<file path="src/rtl/tpg_regs.svh">
// Register indices, field positions, reset values for the three-port GPIO.
// Assumes APB byte address = 4 * index; included by tpg_pkg and tpg_top.
//
// Operation
// - Second-port direction bit 1 releases the pin as an input.
// - Second-port direction bit 0 drives the output latch onto the pin.
// - Third-port direction 1 releases the pin, 0 drives the latch value.
// - Option bit 7 cleared enables weak pull-ups on second-port pins set as inputs.
// - Pull-up of a second-port pin set as output is always off.
// - Option register resets to all ones, pull-ups disabled.
// - Only second-port pins 7..4 set as inputs take part in change detection.
// - Each such pin is compared against the value captured at the last access.
// - Mismatches are ORed and set the change flag, bit 0 of interrupt control.
// - A port-change interrupt can wake the device from sleep.
// - Any read or write of second-port data refreshes the reference.
// - The flag keeps setting while mismatch lasts; software ends it, then clears.
// - Second-port bit 0 is an external interrupt with edge chosen by option bit 6.
// - An enabled peripheral overrides a third-port pin direction and value.
// - Unimplemented register bits read as zero.
// - Direction registers reset to all ones: every pin an input.
// - Analog field sits in bits 2..0 of its register and resets to zero.
// - Port data read returns pin levels; write updates the output latch.
// - After reset first-port analog pins are analog and read as zero.
`ifndef TPG_REGS_SVH
`define TPG_REGS_SVH

`define TPG_IDX_FIRST_DATA 10'h005
`define TPG_IDX_SECOND_DATA 10'h006
`define TPG_IDX_SECOND_DATA_M 10'h106
`define TPG_IDX_THIRD_DATA 10'h007
`define TPG_IDX_INTC 10'h00B
`define TPG_IDX_INTC_M1 10'h08B
`define TPG_IDX_INTC_M2 10'h10B
`define TPG_IDX_INTC_M3 10'h18B
`define TPG_IDX_OPTION 10'h081
`define TPG_IDX_OPTION_M 10'h181
`define TPG_IDX_FIRST_DIR 10'h085
`define TPG_IDX_SECOND_DIR 10'h086
`define TPG_IDX_SECOND_DIR_M 10'h186
`define TPG_IDX_THIRD_DIR 10'h087
`define TPG_IDX_ANALOG_CFG 10'h09F

`define TPG_OPT_PULLUP_N 7
`define TPG_OPT_EDGE_SEL 6
`define TPG_INTC_CHG_FLAG 0
`define TPG_INTC_EXT_FLAG 1
`define TPG_INTC_CHG_EN 3
`define TPG_INTC_EXT_EN 4

`define TPG_RST_OPTION 8'hFF
`define TPG_RST_FIRST_DIR 6'h3F
`define TPG_RST_DIR8 8'hFF
`define TPG_RST_ANALOG_CFG 3'h0
`define TPG_RST_INTC 8'h00
`define TPG_OPEN_DRAIN_BIT 4

`endif

</file>
<file path="src/rtl/tpg_pkg.sv">
// Types of the three-port GPIO block.
// Assumes tpg_regs.svh is on the include path.
`include "tpg_regs.svh"

package tpg_pkg;

    typedef enum logic [3:0] {
        TPG_SEL_NONE = 4'h0,
        TPG_SEL_FIRST_DATA = 4'h1,
        TPG_SEL_SECOND_DATA = 4'h3,
        TPG_SEL_THIRD_DATA = 4'h2,
        TPG_SEL_INTC = 4'h6,
        TPG_SEL_OPTION = 4'h7,
        TPG_SEL_FIRST_DIR = 4'h5,
        TPG_SEL_SECOND_DIR = 4'h4,
        TPG_SEL_THIRD_DIR = 4'hC,
        TPG_SEL_ANALOG_CFG = 4'hD
    } tpg_sel_t;

    typedef struct packed {
        logic [7:0] option;
        logic [5:0] first_dir;
        logic [7:0] second_dir;
        logic [7:0] third_dir;
        logic [5:0] first_lat;
        logic [7:0] second_lat;
        logic [7:0] third_lat;
        logic [2:0] analog_cfg;
        logic [7:0] intc;
        logic [3:0] chg_ref;
        logic ext_prev;
        logic [5:0] first_out;
        logic [5:0] first_oe;
        logic [7:0] second_out;
        logic [7:0] second_oe;
        logic [7:0] second_pullup;
        logic [7:0] third_out;
        logic [7:0] third_oe;
        logic [31:0] prdata;
        logic pready;
        logic pslverr;
        logic wake;
    } tpg_state_t;

endpackage

</file>
<file path="src/rtl/tpg_sync.sv">
// Two-flop synchroniser for a bundle of pin levels.
// Assumes each bit is an independent slow level.
`timescale 1ns/1ps
`default_nettype none

module tpg_sync #(
    parameter int W = 22
) (
    input wire logic pclk,
    input wire logic presetn,
    input wire logic [W-1:0] d,
    output logic [W-1:0] q
);

    logic [W-1:0] meta_q;

    initial begin
        if (W < 1) $error("tpg_sync: width must be at least 1");
    end

    always_ff @(posedge pclk or negedge presetn) begin
        if (!presetn) begin
            meta_q <= '0;
            q <= '0;
        end else begin
            meta_q <= d;
            q <= meta_q;
        end
    end

endmodule

`default_nettype wire

</file>
<file path="src/rtl/tpg_top.sv">
// Three bidirectional ports with pull-ups, change detect and edge interrupt.
// Assumes an APB master on pclk, pins and on-chip peripherals outside.
`timescale 1ns/1ps
`default_nettype none
`include "tpg_regs.svh"

module tpg_top #(
    parameter int ADDR_W = 12
) (
    input wire logic pclk,
    input wire logic presetn,
    input wire logic psel,
    input wire logic penable,
    input wire logic pwrite,
    input wire logic [ADDR_W-1:0] paddr,
    input wire logic [31:0] pwdata,
    output logic [31:0] prdata,
    output logic pready,
    output logic pslverr,
    input wire logic [5:0] first_port_in,
    output logic [5:0] first_port_out,
    output logic [5:0] first_port_oe,
    input wire logic [7:0] second_port_in,
    output logic [7:0] second_port_out,
    output logic [7:0] second_port_oe,
    output logic [7:0] second_port_pullup,
    input wire logic [7:0] third_port_in,
    output logic [7:0] third_port_out,
    output logic [7:0] third_port_oe,
    input wire logic [7:0] periph_en,
    input wire logic [7:0] periph_dir,
    input wire logic [7:0] periph_out,
    output logic [2:0] analog_config_field,
    output logic wake_req
);
    import tpg_pkg::*;

    // ==========================================================
    // Elaboration check
    // ==========================================================
    initial begin
        if (ADDR_W < 11 || ADDR_W > 32) begin
            $error("tpg_top: ADDR_W must lie in 11..32");
        end
    end

    // ==========================================================
    // Pin synchronisers
    // ==========================================================
    logic [21:0] pins_s;
    logic [5:0] first_s;
    logic [7:0] second_s;
    logic [7:0] third_s;

    tpg_sync #(
        .W(22)
    ) u_sync (
        .pclk(pclk),
        .presetn(presetn),
        .d({third_port_in, second_port_in, first_port_in}),
        .q(pins_s)
    );

    assign first_s = pins_s[5:0];
    assign second_s = pins_s[13:6];
    assign third_s = pins_s[21:14];

    // ==========================================================
    // Address decode
    // ==========================================================
    logic [9:0] idx;
    tpg_sel_t sel;

    assign idx = paddr[11:2];

    // Mirrors decode to the same selector
    always_comb begin
        if (paddr[1:0] != 2'h0 || (ADDR_W > 12 && |(paddr >> 12))) begin
            sel = TPG_SEL_NONE;
        end else if (idx == `TPG_IDX_FIRST_DATA) begin
            sel = TPG_SEL_FIRST_DATA;
        end else if (idx == `TPG_IDX_SECOND_DATA
                     || idx == `TPG_IDX_SECOND_DATA_M) begin
            sel = TPG_SEL_SECOND_DATA;
        end else if (idx == `TPG_IDX_THIRD_DATA) begin
            sel = TPG_SEL_THIRD_DATA;
        end else if (idx == `TPG_IDX_INTC || idx == `TPG_IDX_INTC_M1
                     || idx == `TPG_IDX_INTC_M2 || idx == `TPG_IDX_INTC_M3) begin
            sel = TPG_SEL_INTC;
        end else if (idx == `TPG_IDX_OPTION || idx == `TPG_IDX_OPTION_M) begin
            sel = TPG_SEL_OPTION;
        end else if (idx == `TPG_IDX_FIRST_DIR) begin
            sel = TPG_SEL_FIRST_DIR;
        end else if (idx == `TPG_IDX_SECOND_DIR
                     || idx == `TPG_IDX_SECOND_DIR_M) begin
            sel = TPG_SEL_SECOND_DIR;
        end else if (idx == `TPG_IDX_THIRD_DIR) begin
            sel = TPG_SEL_THIRD_DIR;
        end else if (idx == `TPG_IDX_ANALOG_CFG) begin
            sel = TPG_SEL_ANALOG_CFG;
        end else begin
            sel = TPG_SEL_NONE;
        end
    end

    // ==========================================================
    // Analog pin map of the first port
    // ==========================================================
    function automatic logic [5:0] analog_mask(input logic [2:0] cfg);
        logic [5:0] m;
        m = 6'h00;
        case (cfg)
            3'h0, 3'h1: m = 6'h2F;
            3'h2, 3'h3: m = 6'h0F;
            3'h4, 3'h5: m = 6'h0B;
            default: m = 6'h00;
        endcase
        return m;
    endfunction

    // ==========================================================
    // State
    // ==========================================================
    tpg_state_t q;
    tpg_state_t d;

    logic [7:0] rd_byte;
    logic setup;
    logic access;
    logic wr;
    logic refresh;
    logic [3:0] chg_diff;
    logic mismatch;
    logic ext_edge;
    logic [7:0] third_dir_eff;

    // Read data mux
    always_comb begin
        rd_byte = 8'h00;
        case (sel)
            TPG_SEL_FIRST_DATA: begin
                // Analog pins read as zero
                rd_byte = {2'h0, first_s & ~analog_mask(q.analog_cfg)};
            end
            TPG_SEL_SECOND_DATA: rd_byte = second_s;
            TPG_SEL_THIRD_DATA: rd_byte = third_s;
            TPG_SEL_INTC: rd_byte = q.intc;
            TPG_SEL_OPTION: rd_byte = q.option;
            TPG_SEL_FIRST_DIR: rd_byte = {2'h0, q.first_dir};
            TPG_SEL_SECOND_DIR: rd_byte = q.second_dir;
            TPG_SEL_THIRD_DIR: rd_byte = q.third_dir;
            TPG_SEL_ANALOG_CFG: rd_byte = {5'h00, q.analog_cfg};
            default: rd_byte = 8'h00;
        endcase
    end

    assign setup = psel & ~penable;
    assign access = psel & penable & q.pready;
    assign wr = access & pwrite & (sel != TPG_SEL_NONE);
    assign refresh = access & (sel == TPG_SEL_SECOND_DATA);

    // Input pins 7..4 only
    assign chg_diff = (second_s[7:4] ^ q.chg_ref) & q.second_dir[7:4];
    assign mismatch = |chg_diff & ~refresh;

    // Rising when edge select is 1, falling when 0
    assign ext_edge = q.option[`TPG_OPT_EDGE_SEL]
                      ? (second_s[0] & ~q.ext_prev)
                      : (~second_s[0] & q.ext_prev);

    assign third_dir_eff = (periph_en & periph_dir) | (~periph_en & q.third_dir);

    always_comb begin
        d = q;
        d.pready = 1'b0;
        d.pslverr = 1'b0;
        if (setup) begin
            d.pready = 1'b1;
            d.pslverr = (sel == TPG_SEL_NONE);
            d.prdata = {24'h000000, rd_byte};
        end
        if (wr) begin
            case (sel)
                TPG_SEL_FIRST_DATA: d.first_lat = pwdata[5:0];
                TPG_SEL_SECOND_DATA: d.second_lat = pwdata[7:0];
                TPG_SEL_THIRD_DATA: d.third_lat = pwdata[7:0];
                TPG_SEL_INTC: d.intc = pwdata[7:0];
                TPG_SEL_OPTION: d.option = pwdata[7:0];
                TPG_SEL_FIRST_DIR: d.first_dir = pwdata[5:0];
                TPG_SEL_SECOND_DIR: d.second_dir = pwdata[7:0];
                TPG_SEL_THIRD_DIR: d.third_dir = pwdata[7:0];
                TPG_SEL_ANALOG_CFG: d.analog_cfg = pwdata[2:0];
                default: d.option = q.option;
            endcase
        end
        if (refresh) begin
            d.chg_ref = second_s[7:4];
        end
        // Hardware set wins over a software clear
        if (mismatch) begin
            d.intc[`TPG_INTC_CHG_FLAG] = 1'b1;
        end
        if (ext_edge) begin
            d.intc[`TPG_INTC_EXT_FLAG] = 1'b1;
        end
        d.ext_prev = second_s[0];
        d.wake = (q.intc[`TPG_INTC_CHG_FLAG] & q.intc[`TPG_INTC_CHG_EN])
                 | (q.intc[`TPG_INTC_EXT_FLAG] & q.intc[`TPG_INTC_EXT_EN]);

        // First port; bit 4 is open drain
        d.first_out = q.first_lat;
        d.first_oe = ~q.first_dir;
        d.first_out[`TPG_OPEN_DRAIN_BIT] = 1'b0;
        d.first_oe[`TPG_OPEN_DRAIN_BIT] = ~q.first_dir[`TPG_OPEN_DRAIN_BIT]
                                          & ~q.first_lat[`TPG_OPEN_DRAIN_BIT];

        d.second_out = q.second_lat;
        d.second_oe = ~q.second_dir;
        d.second_pullup = {8{~q.option[`TPG_OPT_PULLUP_N]}} & q.second_dir;

        d.third_out = (periph_en & periph_out) | (~periph_en & q.third_lat);
        d.third_oe = ~third_dir_eff;
    end

    always_ff @(posedge pclk or negedge presetn) begin
        if (!presetn) begin
            q.option <= `TPG_RST_OPTION;
            q.first_dir <= `TPG_RST_FIRST_DIR;
            q.second_dir <= `TPG_RST_DIR8;
            q.third_dir <= `TPG_RST_DIR8;
            q.first_lat <= 6'h00;
            q.second_lat <= 8'h00;
            q.third_lat <= 8'h00;
            q.analog_cfg <= `TPG_RST_ANALOG_CFG;
            q.intc <= `TPG_RST_INTC;
            q.chg_ref <= 4'h0;
            q.ext_prev <= 1'b0;
            q.first_out <= 6'h00;
            q.first_oe <= 6'h00;
            q.second_out <= 8'h00;
            q.second_oe <= 8'h00;
            q.second_pullup <= 8'h00;
            q.third_out <= 8'h00;
            q.third_oe <= 8'h00;
            q.prdata <= 32'h00000000;
            q.pready <= 1'b0;
            q.pslverr <= 1'b0;
            q.wake <= 1'b0;
        end else begin
            q <= d;
        end
    end

    // ==========================================================
    // Outputs
    // ==========================================================
    assign prdata = q.prdata;
    assign pready = q.pready;
    assign pslverr = q.pslverr;
    assign first_port_out = q.first_out;
    assign first_port_oe = q.first_oe;
    assign second_port_out = q.second_out;
    assign second_port_oe = q.second_oe;
    assign second_port_pullup = q.second_pullup;
    assign third_port_out = q.third_out;
    assign third_port_oe = q.third_oe;
    assign analog_config_field = q.analog_cfg;
    assign wake_req = q.wake;

endmodule

`default_nettype wire

</file>
<file path="config.mk">
export PLATFORM = sky130hd
export DESIGN_NAME = tpg_top
export DESIGN_NICKNAME = d
export VERILOG_FILES = /design/src/rtl/tpg_pkg.sv /design/src/rtl/tpg_sync.sv /design/src/rtl/tpg_top.sv
export VERILOG_INCLUDE_DIRS = /design/src /design/src/rtl
export SDC_FILE = /design/constraint.sdc
export NUM_CORES = 1
export LEC_CHECK = 0
export ABC_AREA = 0
export ABC_CLOCK_PERIOD_IN_PS = 1600
export BUFFER_PORTS_ARGS = -buffer_cell sky130_fd_sc_hd__buf_2
export CAP_MARGIN = 10
export CORE_ASPECT_RATIO = 0.9
export CORE_MARGIN = 2
export CORE_UTILIZATION = 45
export CTS_CLUSTER_SIZE = 28
export DETAILED_ROUTE_END_ITERATION = 7
export PLACE_DENSITY = 0.83
export SYNTH_ARGS = -nofsm -noshare
export SYNTH_HDL_FRONTEND = slang
export SYNTH_SLANG_ARGS = --single-unit
</file>
<file path="constraint.sdc">
create_clock -name pclk -period 1.6 [get_ports pclk]
set_input_delay 0.32 -clock pclk [delete_from_list [all_inputs] [get_ports pclk]]
set_output_delay 0.32 -clock pclk [all_outputs]
set_load 0.1 [all_outputs]
</file>
Word level (Yosys, flattened, before mapping)

Index checks and enable logic that the tools add are counted.

Bits in registers: 174
Output and inout bits: 90
Logic and storage cells: 138
Input bits: 95

Bitwise logic cells: 35
Reductions and logical operators: 29
Equal/unequal tests: 29
Multiplexer cells: 19

Operator list:

| kind                | number |
|---|---|
| $pmux 8 s9          | 1 |
| $eq 10x8->1 const B | 6 |
| $eq 10x9->1 const B | 5 |
| $and 8x8->8         | 5 |
| $mux 4              | 10 |
| $eq 10x3->1 const B | 3 |
| $not 8->8           | 3 |
| $reduce_and 2->1    | 11 |
| $pmux 6 s3          | 1 |
| $eq 4x3->1 const B  | 4 |
| $or 8x8->8          | 2 |
| $and 1x1->1         | 12 |
| $not 6->6           | 2 |
| $eq 10x4->1 const B | 1 |
| $reduce_bool 2->1   | 5 |
| $eq 4x2->1 const B  | 2 |
| $eq 4x4->1 const B  | 2 |
| $not 1->1           | 7 |
| $and 6x6->6         | 1 |
| $eq 3x2->1 const B  | 2 |
| $eq 3x3->1 const B  | 2 |
| $logic_or 1x1->1    | 6 |
| $mux 2              | 3 |
| $mux 6              | 1 |
| 11 further kinds    | 15 |

Logic depth before layout (Yosys ltp)

Gate-level depths: netlist (run 1).

Depth in word-level cells: 17
Gate-level depth with buffers: 10
Gate-level depth less buffers: 7

Modules after synthesis

A second synthesis (run 1) with hierarchy kept.

Cells, all modules: 545
Area, all modules: 7290.7 um^2

By module, submodules not included:

| module   | cells each | area an instance (um^2) | seq. area each (um^2) | instances |
|---|---|---|---|---|
| tpg_top  | 501        | 6189.7                  | 3290.7                | 1 |
| tpg_sync | 44         | 1101.1                  | 1101.1                | 1 |

Worst setup path before layout (run 1)

No wires, ideal clock.

Kind: in2reg
Start point: in paddr[5]
End point: reg q[94] (netlist name)
Data required time: 1.475 ns
Path buffers: 1
Library setup time: 0.125 ns
Cell stages on the path: 7
Arrival: 2.259 ns
Setup slack: -0.784 ns
Path through: buf_4 -> or3b_4 -> a2111oi_4 -> o221a_2 -> nand2_4 -> nor3_4 -> mux2_2

Word-level cells in the longest chain between the ends: 14
Elaborated cells between the ends (all ways): 35
Classes of those cells: eq/ne: 16; mux: 10; bitwise: 1; reduce/logical: 8

Ends and longest elaborated chain:

| item                           | line           | source |
|---|---|---|
| start: declaration             | tpg_top.sv:15  | `input wire logic [ADDR_W-1:0] paddr,` |
| $eq 10x8->1 (no line)          | --             |  |
| $mux 4                         | tpg_top.sv:99  | `` end else if (idx == `TPG_IDX_ANALOG_CFG) begin `` |
| $mux 4                         | tpg_top.sv:97  | `` end else if (idx == `TPG_IDX_THIRD_DIR) begin `` |
| $mux 4                         | tpg_top.sv:94  | `` end else if (idx == `TPG_IDX_SECOND_DIR `` |
| $mux 4                         | tpg_top.sv:92  | `` end else if (idx == `TPG_IDX_FIRST_DIR) begin `` |
| $mux 4                         | tpg_top.sv:90  | `` end else if (idx == `TPG_IDX_OPTION \|\| idx == `TPG_IDX_OPTION_M) begin `` |
| $mux 4                         | tpg_top.sv:87  | `` end else if (idx == `TPG_IDX_INTC \|\| idx == `TPG_IDX_INTC_M1 `` |
| $mux 4                         | tpg_top.sv:85  | `` end else if (idx == `TPG_IDX_THIRD_DATA) begin `` |
| $mux 4                         | tpg_top.sv:82  | `` end else if (idx == `TPG_IDX_SECOND_DATA `` |
| $mux 4 (*)                     | tpg_top.sv:80  | `` end else if (idx == `TPG_IDX_FIRST_DATA) begin `` |
| $mux 4 (*)                     | tpg_top.sv:78  | `if (paddr[1:0] != 2'h0 \|\| (ADDR_W > 12 && \|(paddr >> 12))) begin` |
| $reduce_bool 4->1              | tpg_top.sv:159 | `assign wr = access & pwrite & (sel != TPG_SEL_NONE);` |
| $and 1x1->1                    | tpg_top.sv:159 |  |
| $reduce_and 2->1 (no line) (*) | --             |  |
| end: declaration               | tpg_top.sv:124 | `tpg_state_t q;` |

Mark *: on every way between the ends. The rest lies on a longest branch, timed or not.
A chain may end at the register's enable or synchronous reset.

Final worst setup path (run 1)

Start point: in paddr[3]
End point: reg, netlist name prdata[3]

Word-level cells in the longest chain between the ends: 13
Elaborated cells between the ends (all ways): 41
Classes of those cells: eq/ne: 24; mux: 11; reduce/logical: 6

Ends and longest elaborated chain:

| item                               | line           | source |
|---|---|---|
| $eq 10x8->1 (no line)              | --             |  |
| $mux 4                             | tpg_top.sv:99  |  |
| $mux 4                             | tpg_top.sv:97  |  |
| $mux 4                             | tpg_top.sv:94  |  |
| $mux 4                             | tpg_top.sv:92  |  |
| $mux 4                             | tpg_top.sv:90  |  |
| $mux 4                             | tpg_top.sv:87  |  |
| $mux 4                             | tpg_top.sv:85  |  |
| $mux 4                             | tpg_top.sv:82  |  |
| $mux 4 (*)                         | tpg_top.sv:80  |  |
| $mux 4 (*)                         | tpg_top.sv:78  |  |
| $eq 4x4->1 (tied with other cells) | tpg_top.sv:140 | `case (sel)` |
| $pmux 8 s9 (*)                     | tpg_top.sv:140 |  |

Marked as above.

==> results of run 1 <==
[sequential cells by signal, indices dropped and copies added (netlist names), 8 cells and up]
name,cells
d,13
prdata,8
q,52
second_port_oe,8
second_port_out,8
second_port_pullup,8
third_port_oe,8
third_port_out,8
u_sync.meta_q,22
u_sync.q,22
[critical path, cell delays in order]
cell and delay [ns]:
buf_6 0.09, or3b_4 0.40, a2111oi_4 0.43, o221ai_2 0.19
nand3_4 0.13, nor2_4 0.06, buf_4 0.14, a221oi_2 0.37
a211oi_2 0.14
[report_power, final]
part / internal (mW) / switching [mW]
Sequential: 4.50 / 0.0446
Clock: 2.61 / 1.69
Combinational: 0.303 / 0.888
Total: 7.42 / 2.63
[routing by layer]
metal | track usage (%) | wire, um | part of all wire [%]
met2 | 33.1 | 8210 | 48
met5 | 0 | 0 | 0
met3 | 5.74 | 1220 | 7.1
met1 | 27.8 | 7260 | 43
met4 | 7.80 | 350 | 2.1
[final timing paths]
| check | to | depth (start not counted) |
|---|---|---|
| min reg2reg | u_sync.q[6] | 0 |
| max in group asynchronous | q[154] | 3 |
| max | prdata[3] | 9 |
| max reg2reg | q[149] | 4 |
| min in group asynchronous | u_sync.meta_q[0] | 2 |
| min | u_sync.meta_q[18] | 1 |
[synth_stat cells, types with 3 or more instances]
cell type	number
o21ai_0	13
dfrtp_1	144
dfstp_2	30
a221oi_1	12
mux2i_1	18
mux2_2	68
a211oi_1	7
a22oi_1	3
nor3_1	7
nand4_1	9
nor2_1	28
clkbuf_1	5
buf_4	89
inv_1	15
and4_1	3
nand2_2	3
nand2_1	25
buf_2	5
o211ai_1	6
[through the flow]
stage	TNS (ns)	instance area, um^2	std cells
after floorplan	-36.65	7460	561
after global placement	-49.91	8240	866
after detailed placement	-52.35	8240	866
after CTS	-13.80	9380	930
after global routing	-16.58	9640	937
final	-13.62	9640	937
[cells by family (layout without fill, tap and decap cells)]
| logic type | after synthesis | after routing | synth area share, % |
|---|---|---|---|
| flip-flops | 174 | 174 | 61.3 |
| buffers and inverters | 114 | 288 | 10.7 |
| AND/OR/NAND/NOR | 102 | 102 | 8.22 |
| multiplexers | 86 | 86 | 13.2 |
| AO/OA/AOI/OAI | 56 | 56 | 6.07 |
| XOR/XNOR | 4 | 4 | 0.489 |
| other | 1 | 25 | 0.0523 |
[what timing repair did]
action	CTS	global route
gates cloned	1	0
setup buffers	11	6
gates resized for setup	60	49
endpoints found under the setup margin	69	74
endpoints found under the hold margin	39	1
hold buffers	21	1
pin swaps	20	12
[layout make-up]
type                    count  share of cell area (%)
multi-input cells         273                    26.6
clock buffers              18                    4.45
repair buffers            242                    18.2
inverters                  15                   0.584
clock inverters            13                    1.91
well taps                 202                    2.62
flip-flops and latches    174                    45.6
==> results by group, run 1 <==
STA
  – Final Max Tran Viols: 0
  – RSZ-0062 raised after global routing: true
  – Clock Skew: between 0.015 and 0.02 ns
  – Hold slack: approximately 0.025 ns
  – Setup-failing EPs final: between 60 and 70
  – Final Critical Period: around 2.0 ns
  – Final Hold Vio Count: 0
  – Slew Limit Headroom: 66.0%
  – Final worst slack: -0.373 ns
  – Worst slew pin tran: ~0.51 ns
  – Achievable Freq: between 500 and 600 MHz
  – Tcrit/Tclk final: 123%

Clock tree
  – Root Driver: clkbuf_16
  – Clock Tree Buf Depth: 2
  – Clock latency on the worst-skew pair: 0.43 ns
  – Clock slew at reported path FFs: about 0.07 ns
  – CTS tree: yes
  – Clk sinks: ~170
  – CTS Buf Count: 17
  – H-tree depth: 4

Die
  – Placeable Area: about 15,000 um^2
  – IO Pins: between 150 and 200
  – Die H: ~120 um
  – Die area: 17,000 um^2
  – Cell Rows: 43
  – Die W: 137 um
  – Initial Utilization: between 40% and 50%

Logic synthesis
  – Netlist cell types: 54
  – Synthesized cell area: approximately 7000 um^2
  – Post-synth top flop: dfrtp_1
  – Top cell type's share of synthesized area: approximately 50%
  – Sequential area share after synthesis: between 60% and 70%
  – Ys async rst share: between 90% and 100%
  – Largest cells by area after synthesis: dfrtp_1 (50%), dfstp_2 (11%), mux2_2 (11%)
  – Cell taking the most area after synthesis: dfrtp_1
  – Average size of a mapped cell: roughly 13 um^2
  – Synth warn: 0
  – Post-Synthesis Cells: approximately 540
  – Synthesized flop and latch total: 174
  – Post-synth EDFFs: 0

Cells and area
  – Final core utilization: slightly above 60%
  – Area growth syn-to-layout: 34.4%
  – Ant diodes: 0
  – Register area: between 4000 and 5000 um^2
  – Fill cells: approximately 1,200
  – Most frequent cells in the layout: dfrtp_1 (143), buf_2 (123), buf_4 (63)
  – Most common cell after layout, fill and taps aside: dfrtp_1
  – Share of post-route cells with drive strength above 1: 57.4%
  – Nets: between 800 and 900
  – Area of the multi-input gates: about 2600 um^2

GRT
  – Total Routing Usage GR: roughly a fifth
  – Global-route wire length before repair: around 26 mm
  – GRT Residual Overflow: 0
  – Largest net degree at the start of global routing: 53
  – Initial antenna violation count: 0
  – Vias in the first global route: 4,995

Route
  – Iter 0 DRT Violations: around 320
  – DRC errors left: 0
  – Via count: about 4,700
  – Vias per Instance: 5.06
  – Post-detailed-route wirelength per cell: roughly 18 um
  – DRT antenna net count: 0
  – Final WL: 17.0 mm
  – Drt pass-1 iters: 4

Placed design
  – IO Port Bufs: 135
  – Setup slack at placement: -0.889 ns
  – DPL Wire Length: between 10 and 15 mm
  – RD Place Congestion: 0.898

Worst setup path
  – CP startpoint: paddr[3]
  – Reg2reg start: pready
  – Worst Path Class, Setup: in2reg
  – Critical Path RT: between 1.5 and 2 ns
  – CP arrival: ~2.3 ns
  – Crit path max fanout: 5
  – R2R Setup Slk: -0.06 ns
  – Crit end category: flip-flop
  – Startpoint Class: primary input

Power and ir drop
  – Pwr dens: 1040 nW/um^2
  – VDD IR-drop max: between 0.7 and 0.8 mV
  – Overall Power: about 10 mW
  – LEAKAGE: 4.63 nW

Run status
  – Failing checks: negative setup slack
  – Outcome: finished with violations

Worst hold path
  – Worst Hold Class: in2reg
  – Hold path startpoint: third_port_in[4]

Run
  – Max Cap Viol: 0
No activity file was read; power rests on OpenSTA's default activity.
==> run 2: changes to the inputs <==
SKIP_LAST_GASP = 1   (was default)
==> results by group, run 2 (synthesis gave the netlist of run 1 again) <==
Placed design
  – IO Port Bufs: roughly 140
  – Placed Area: roughly 8200 um^2
  – DPL Wire Length: ~12 mm
  – RD Place Congestion: 0.898

STA
  – Setup-failing EPs final: 65
  – Tcrit/Tclk final: 126%
  – TNS Setup: -15.38 ns
  – Final Hold Vio Count: 0
  – Final Max Tran Viols: 0
  – Achievable Freq: 497 MHz
  – Final worst slack: -0.411 ns
  – RSZ-0062 raised after global routing: true
  – Final Critical Period: ~2.0 ns
  – Clock Skew: about 0.012 ns

GRT
  – GRT Residual Overflow: 0
  – Total Routing Usage GR: between 20% and 30%
  – Largest net degree at the start of global routing: 53
  – Initial antenna violation count: 0
  – Vias in the first global route: around 5,000
  – Global-route wire length before repair: ~26 mm

Route
  – Via count: about 4,700
  – Vias per Instance: roughly 5
  – Drt pass-1 iters: 5
  – Final WL: 17.2 mm
  – Post-detailed-route wirelength per cell: about 18 um
  – DRT antenna net count: 0
  – DRC errors left: 0
  – Iter 0 DRT Violations: around 270

Worst hold path
  – Worst Hold Class: in2reg
  – Hold Path Depth: 1
  – Hold path startpoint: third_port_in[4]
  – Worst hold path endpoint: u_sync.meta_q[18]

Worst setup path
  – FF-to-FF path depth: 6
  – FF-to-FF End: prdata[1]
  – Critical Path RT: about 1.9 ns
  – R2R Setup Slk: -0.07 ns
  – CP arrival: about 2.4 ns
  – Crit path max fanout: 5
  – Crit end category: flip-flop
  – Worst Path Class, Setup: in2reg
  – Reg2reg start: analog_config_field[1]
  – Startpoint Class: primary input

Die
  – Die W: about 140 um
  – Placeable Area: around 15,000 um^2
  – Initial Utilization: about 46%
  – IO Pins: around 190
  – Cell Rows: 43
  – Die H: 124 um
  – Die area: ~17,000 um^2

Power and ir drop
  – Switching share of total power: about a quarter
  – Share of total power in sequential cells: a little under half
  – VDD IR-drop max: 0.738 mV
  – Cell internal pwr: about 7.4 mW
  – LEAKAGE: about 4.7 nW
  – Clock power share: a little over two fifths
  – Logic pwr share: a little under an eighth
  – NetSw: between 2 and 3 mW
  – Overall Power: between 10 and 15 mW
  – Pwr dens: 1040 nW/um^2

Clock tree
  – CTS Buf Count: 17
  – Clk sinks: roughly 170
  – Clock latency on the worst-skew pair: around 0.43 ns
  – Root Driver: clkbuf_16
  – Clock Tree Buf Depth: 2
  – Clock slew at reported path FFs: ~0.07 ns
  – H-tree depth: 4
  – CTS tree: yes

Run
  – Max Cap Viol: 0

Cells and area
  – Nets: 821
  – Top Registers: q (52), u_sync.meta_q (22), u_sync.q (22)
  – Fill cells: 1,150
  – Max reg flops: 52
  – Ant diodes: 0
  – Area growth syn-to-layout: 34.9%
  – Share of post-route cells with drive strength above 1: roughly 57%
  – Biggest register: q
  – Design area: 9670 um^2
  – Most common cell after layout, fill and taps aside: dfrtp_1
  – Area of the multi-input gates: 2570 um^2
  – Register area: around 4400 um^2
  – Most frequent cells in the layout: dfrtp_1 (143), buf_2 (121), buf_4 (67)

Run status
  – Outcome: finished with violations
  – Failing checks: negative setup slack
==> run 2: cell count changes in the layout (fill, tap and decap cells not counted), moves of 2 or more <==
| cell | delta |
|---|---|
| buf_2 | -2 |
| a221oi_1 | -2 |
| o21ai_1 | -2 |
| mux2i_1 | +2 |
| and2_4 | -2 |
| buf_4 | +4 |
| and2_1 | +2 |
| o21ai_0 | +2 |
==> run 2: through the flow <==
| stage | instances | hold slack (ns) | utilization [%] | setup slack [ns] |
|---|---|---|---|---|
| floorplan | 561 | 0.0244 | - | -0.749 |
| global placement | 866 | 0.192 | 53.2 | -0.871 |
| detailed placement | 866 | 0.201 | 53.2 | -0.889 |
| CTS | 930 | 0.00356 | 60.5 | -0.320 |
| global route | 940 | 0.00727 | 62.4 | -0.423 |
| finish | 940 | 0.0245 | 62.4 | -0.411 |
==> run 2: final cells by class <==
cell class / count / share of cell area [%]
Inverter: 15 / 0.582
Sequential cell: 174 / 45.5
Clock buffer: 18 / 4.44
Multi-Input combinational cell: 273 / 26.5
Tap cell: 202 / 2.61
Timing Repair Buffer: 245 / 18.5
Clock inverter: 13 / 1.90
==> run 2: worst max-delay path, cell delays in order <==
cell,delay (ns)
buf_6,0.09
or3b_4,0.40
a2111oi_4,0.43
nand2b_4,0.24
nand3_4,0.08
buf_4,0.15
nor2_4,0.17
buf_4,0.16
a221oi_4,0.06
a211oi_2,0.23
==> run 2: worst max-delay path by stage <==
| stage | end | slack (ns) | startpoint |
|---|---|---|---|
| 4_1_cts | prdata[5] | -0.32 | paddr[3] |
| 6_report | prdata[3] | -0.41 | paddr[3] |
| 3_3_place_gp | prdata[0] | -0.87 | paddr[3] |
| 2_1_floorplan | q[94] | -0.75 | paddr[5] |
| 3_5_place_dp | prdata[0] | -0.89 | paddr[3] |
| 5_1_grt | prdata[3] | -0.42 | paddr[3] |
==> run 2: layer usage <==
metal / GRT usage (%) / routed length (um) / vias to the layer above
met5: 0 / 0 / -
met4: 7.60 / 329 / 0
met3: 6.06 / 1090 / 26
met2: 33.1 / 8290 / 175
met1: 27.6 / 7480 / 2381
li1: - / - / 2144
==> run 2: timing repair <==
action                     in CTS  in global routing
cloned                          1                  0
pin swaps                      20                 19
hold buffers                   21                  1
hold endpoints to repair       39                  1
gates resized for setup        55                 48
setup endpoints to repair      69                 74
buffers inserted               11                 10
==> run 2: power by group through the flow <==
stage	registers, mW	logic (mW)	clock network, mW
6_report	4.55	1.20	4.32
5_1_grt	4.56	1.27	4.59
4_1_cts	4.55	1.16	4.38
3_5_place_dp	4.63	1.08	0
3_3_place_gp	4.62	1.07	0
2_1_floorplan	4.63	0.793	0
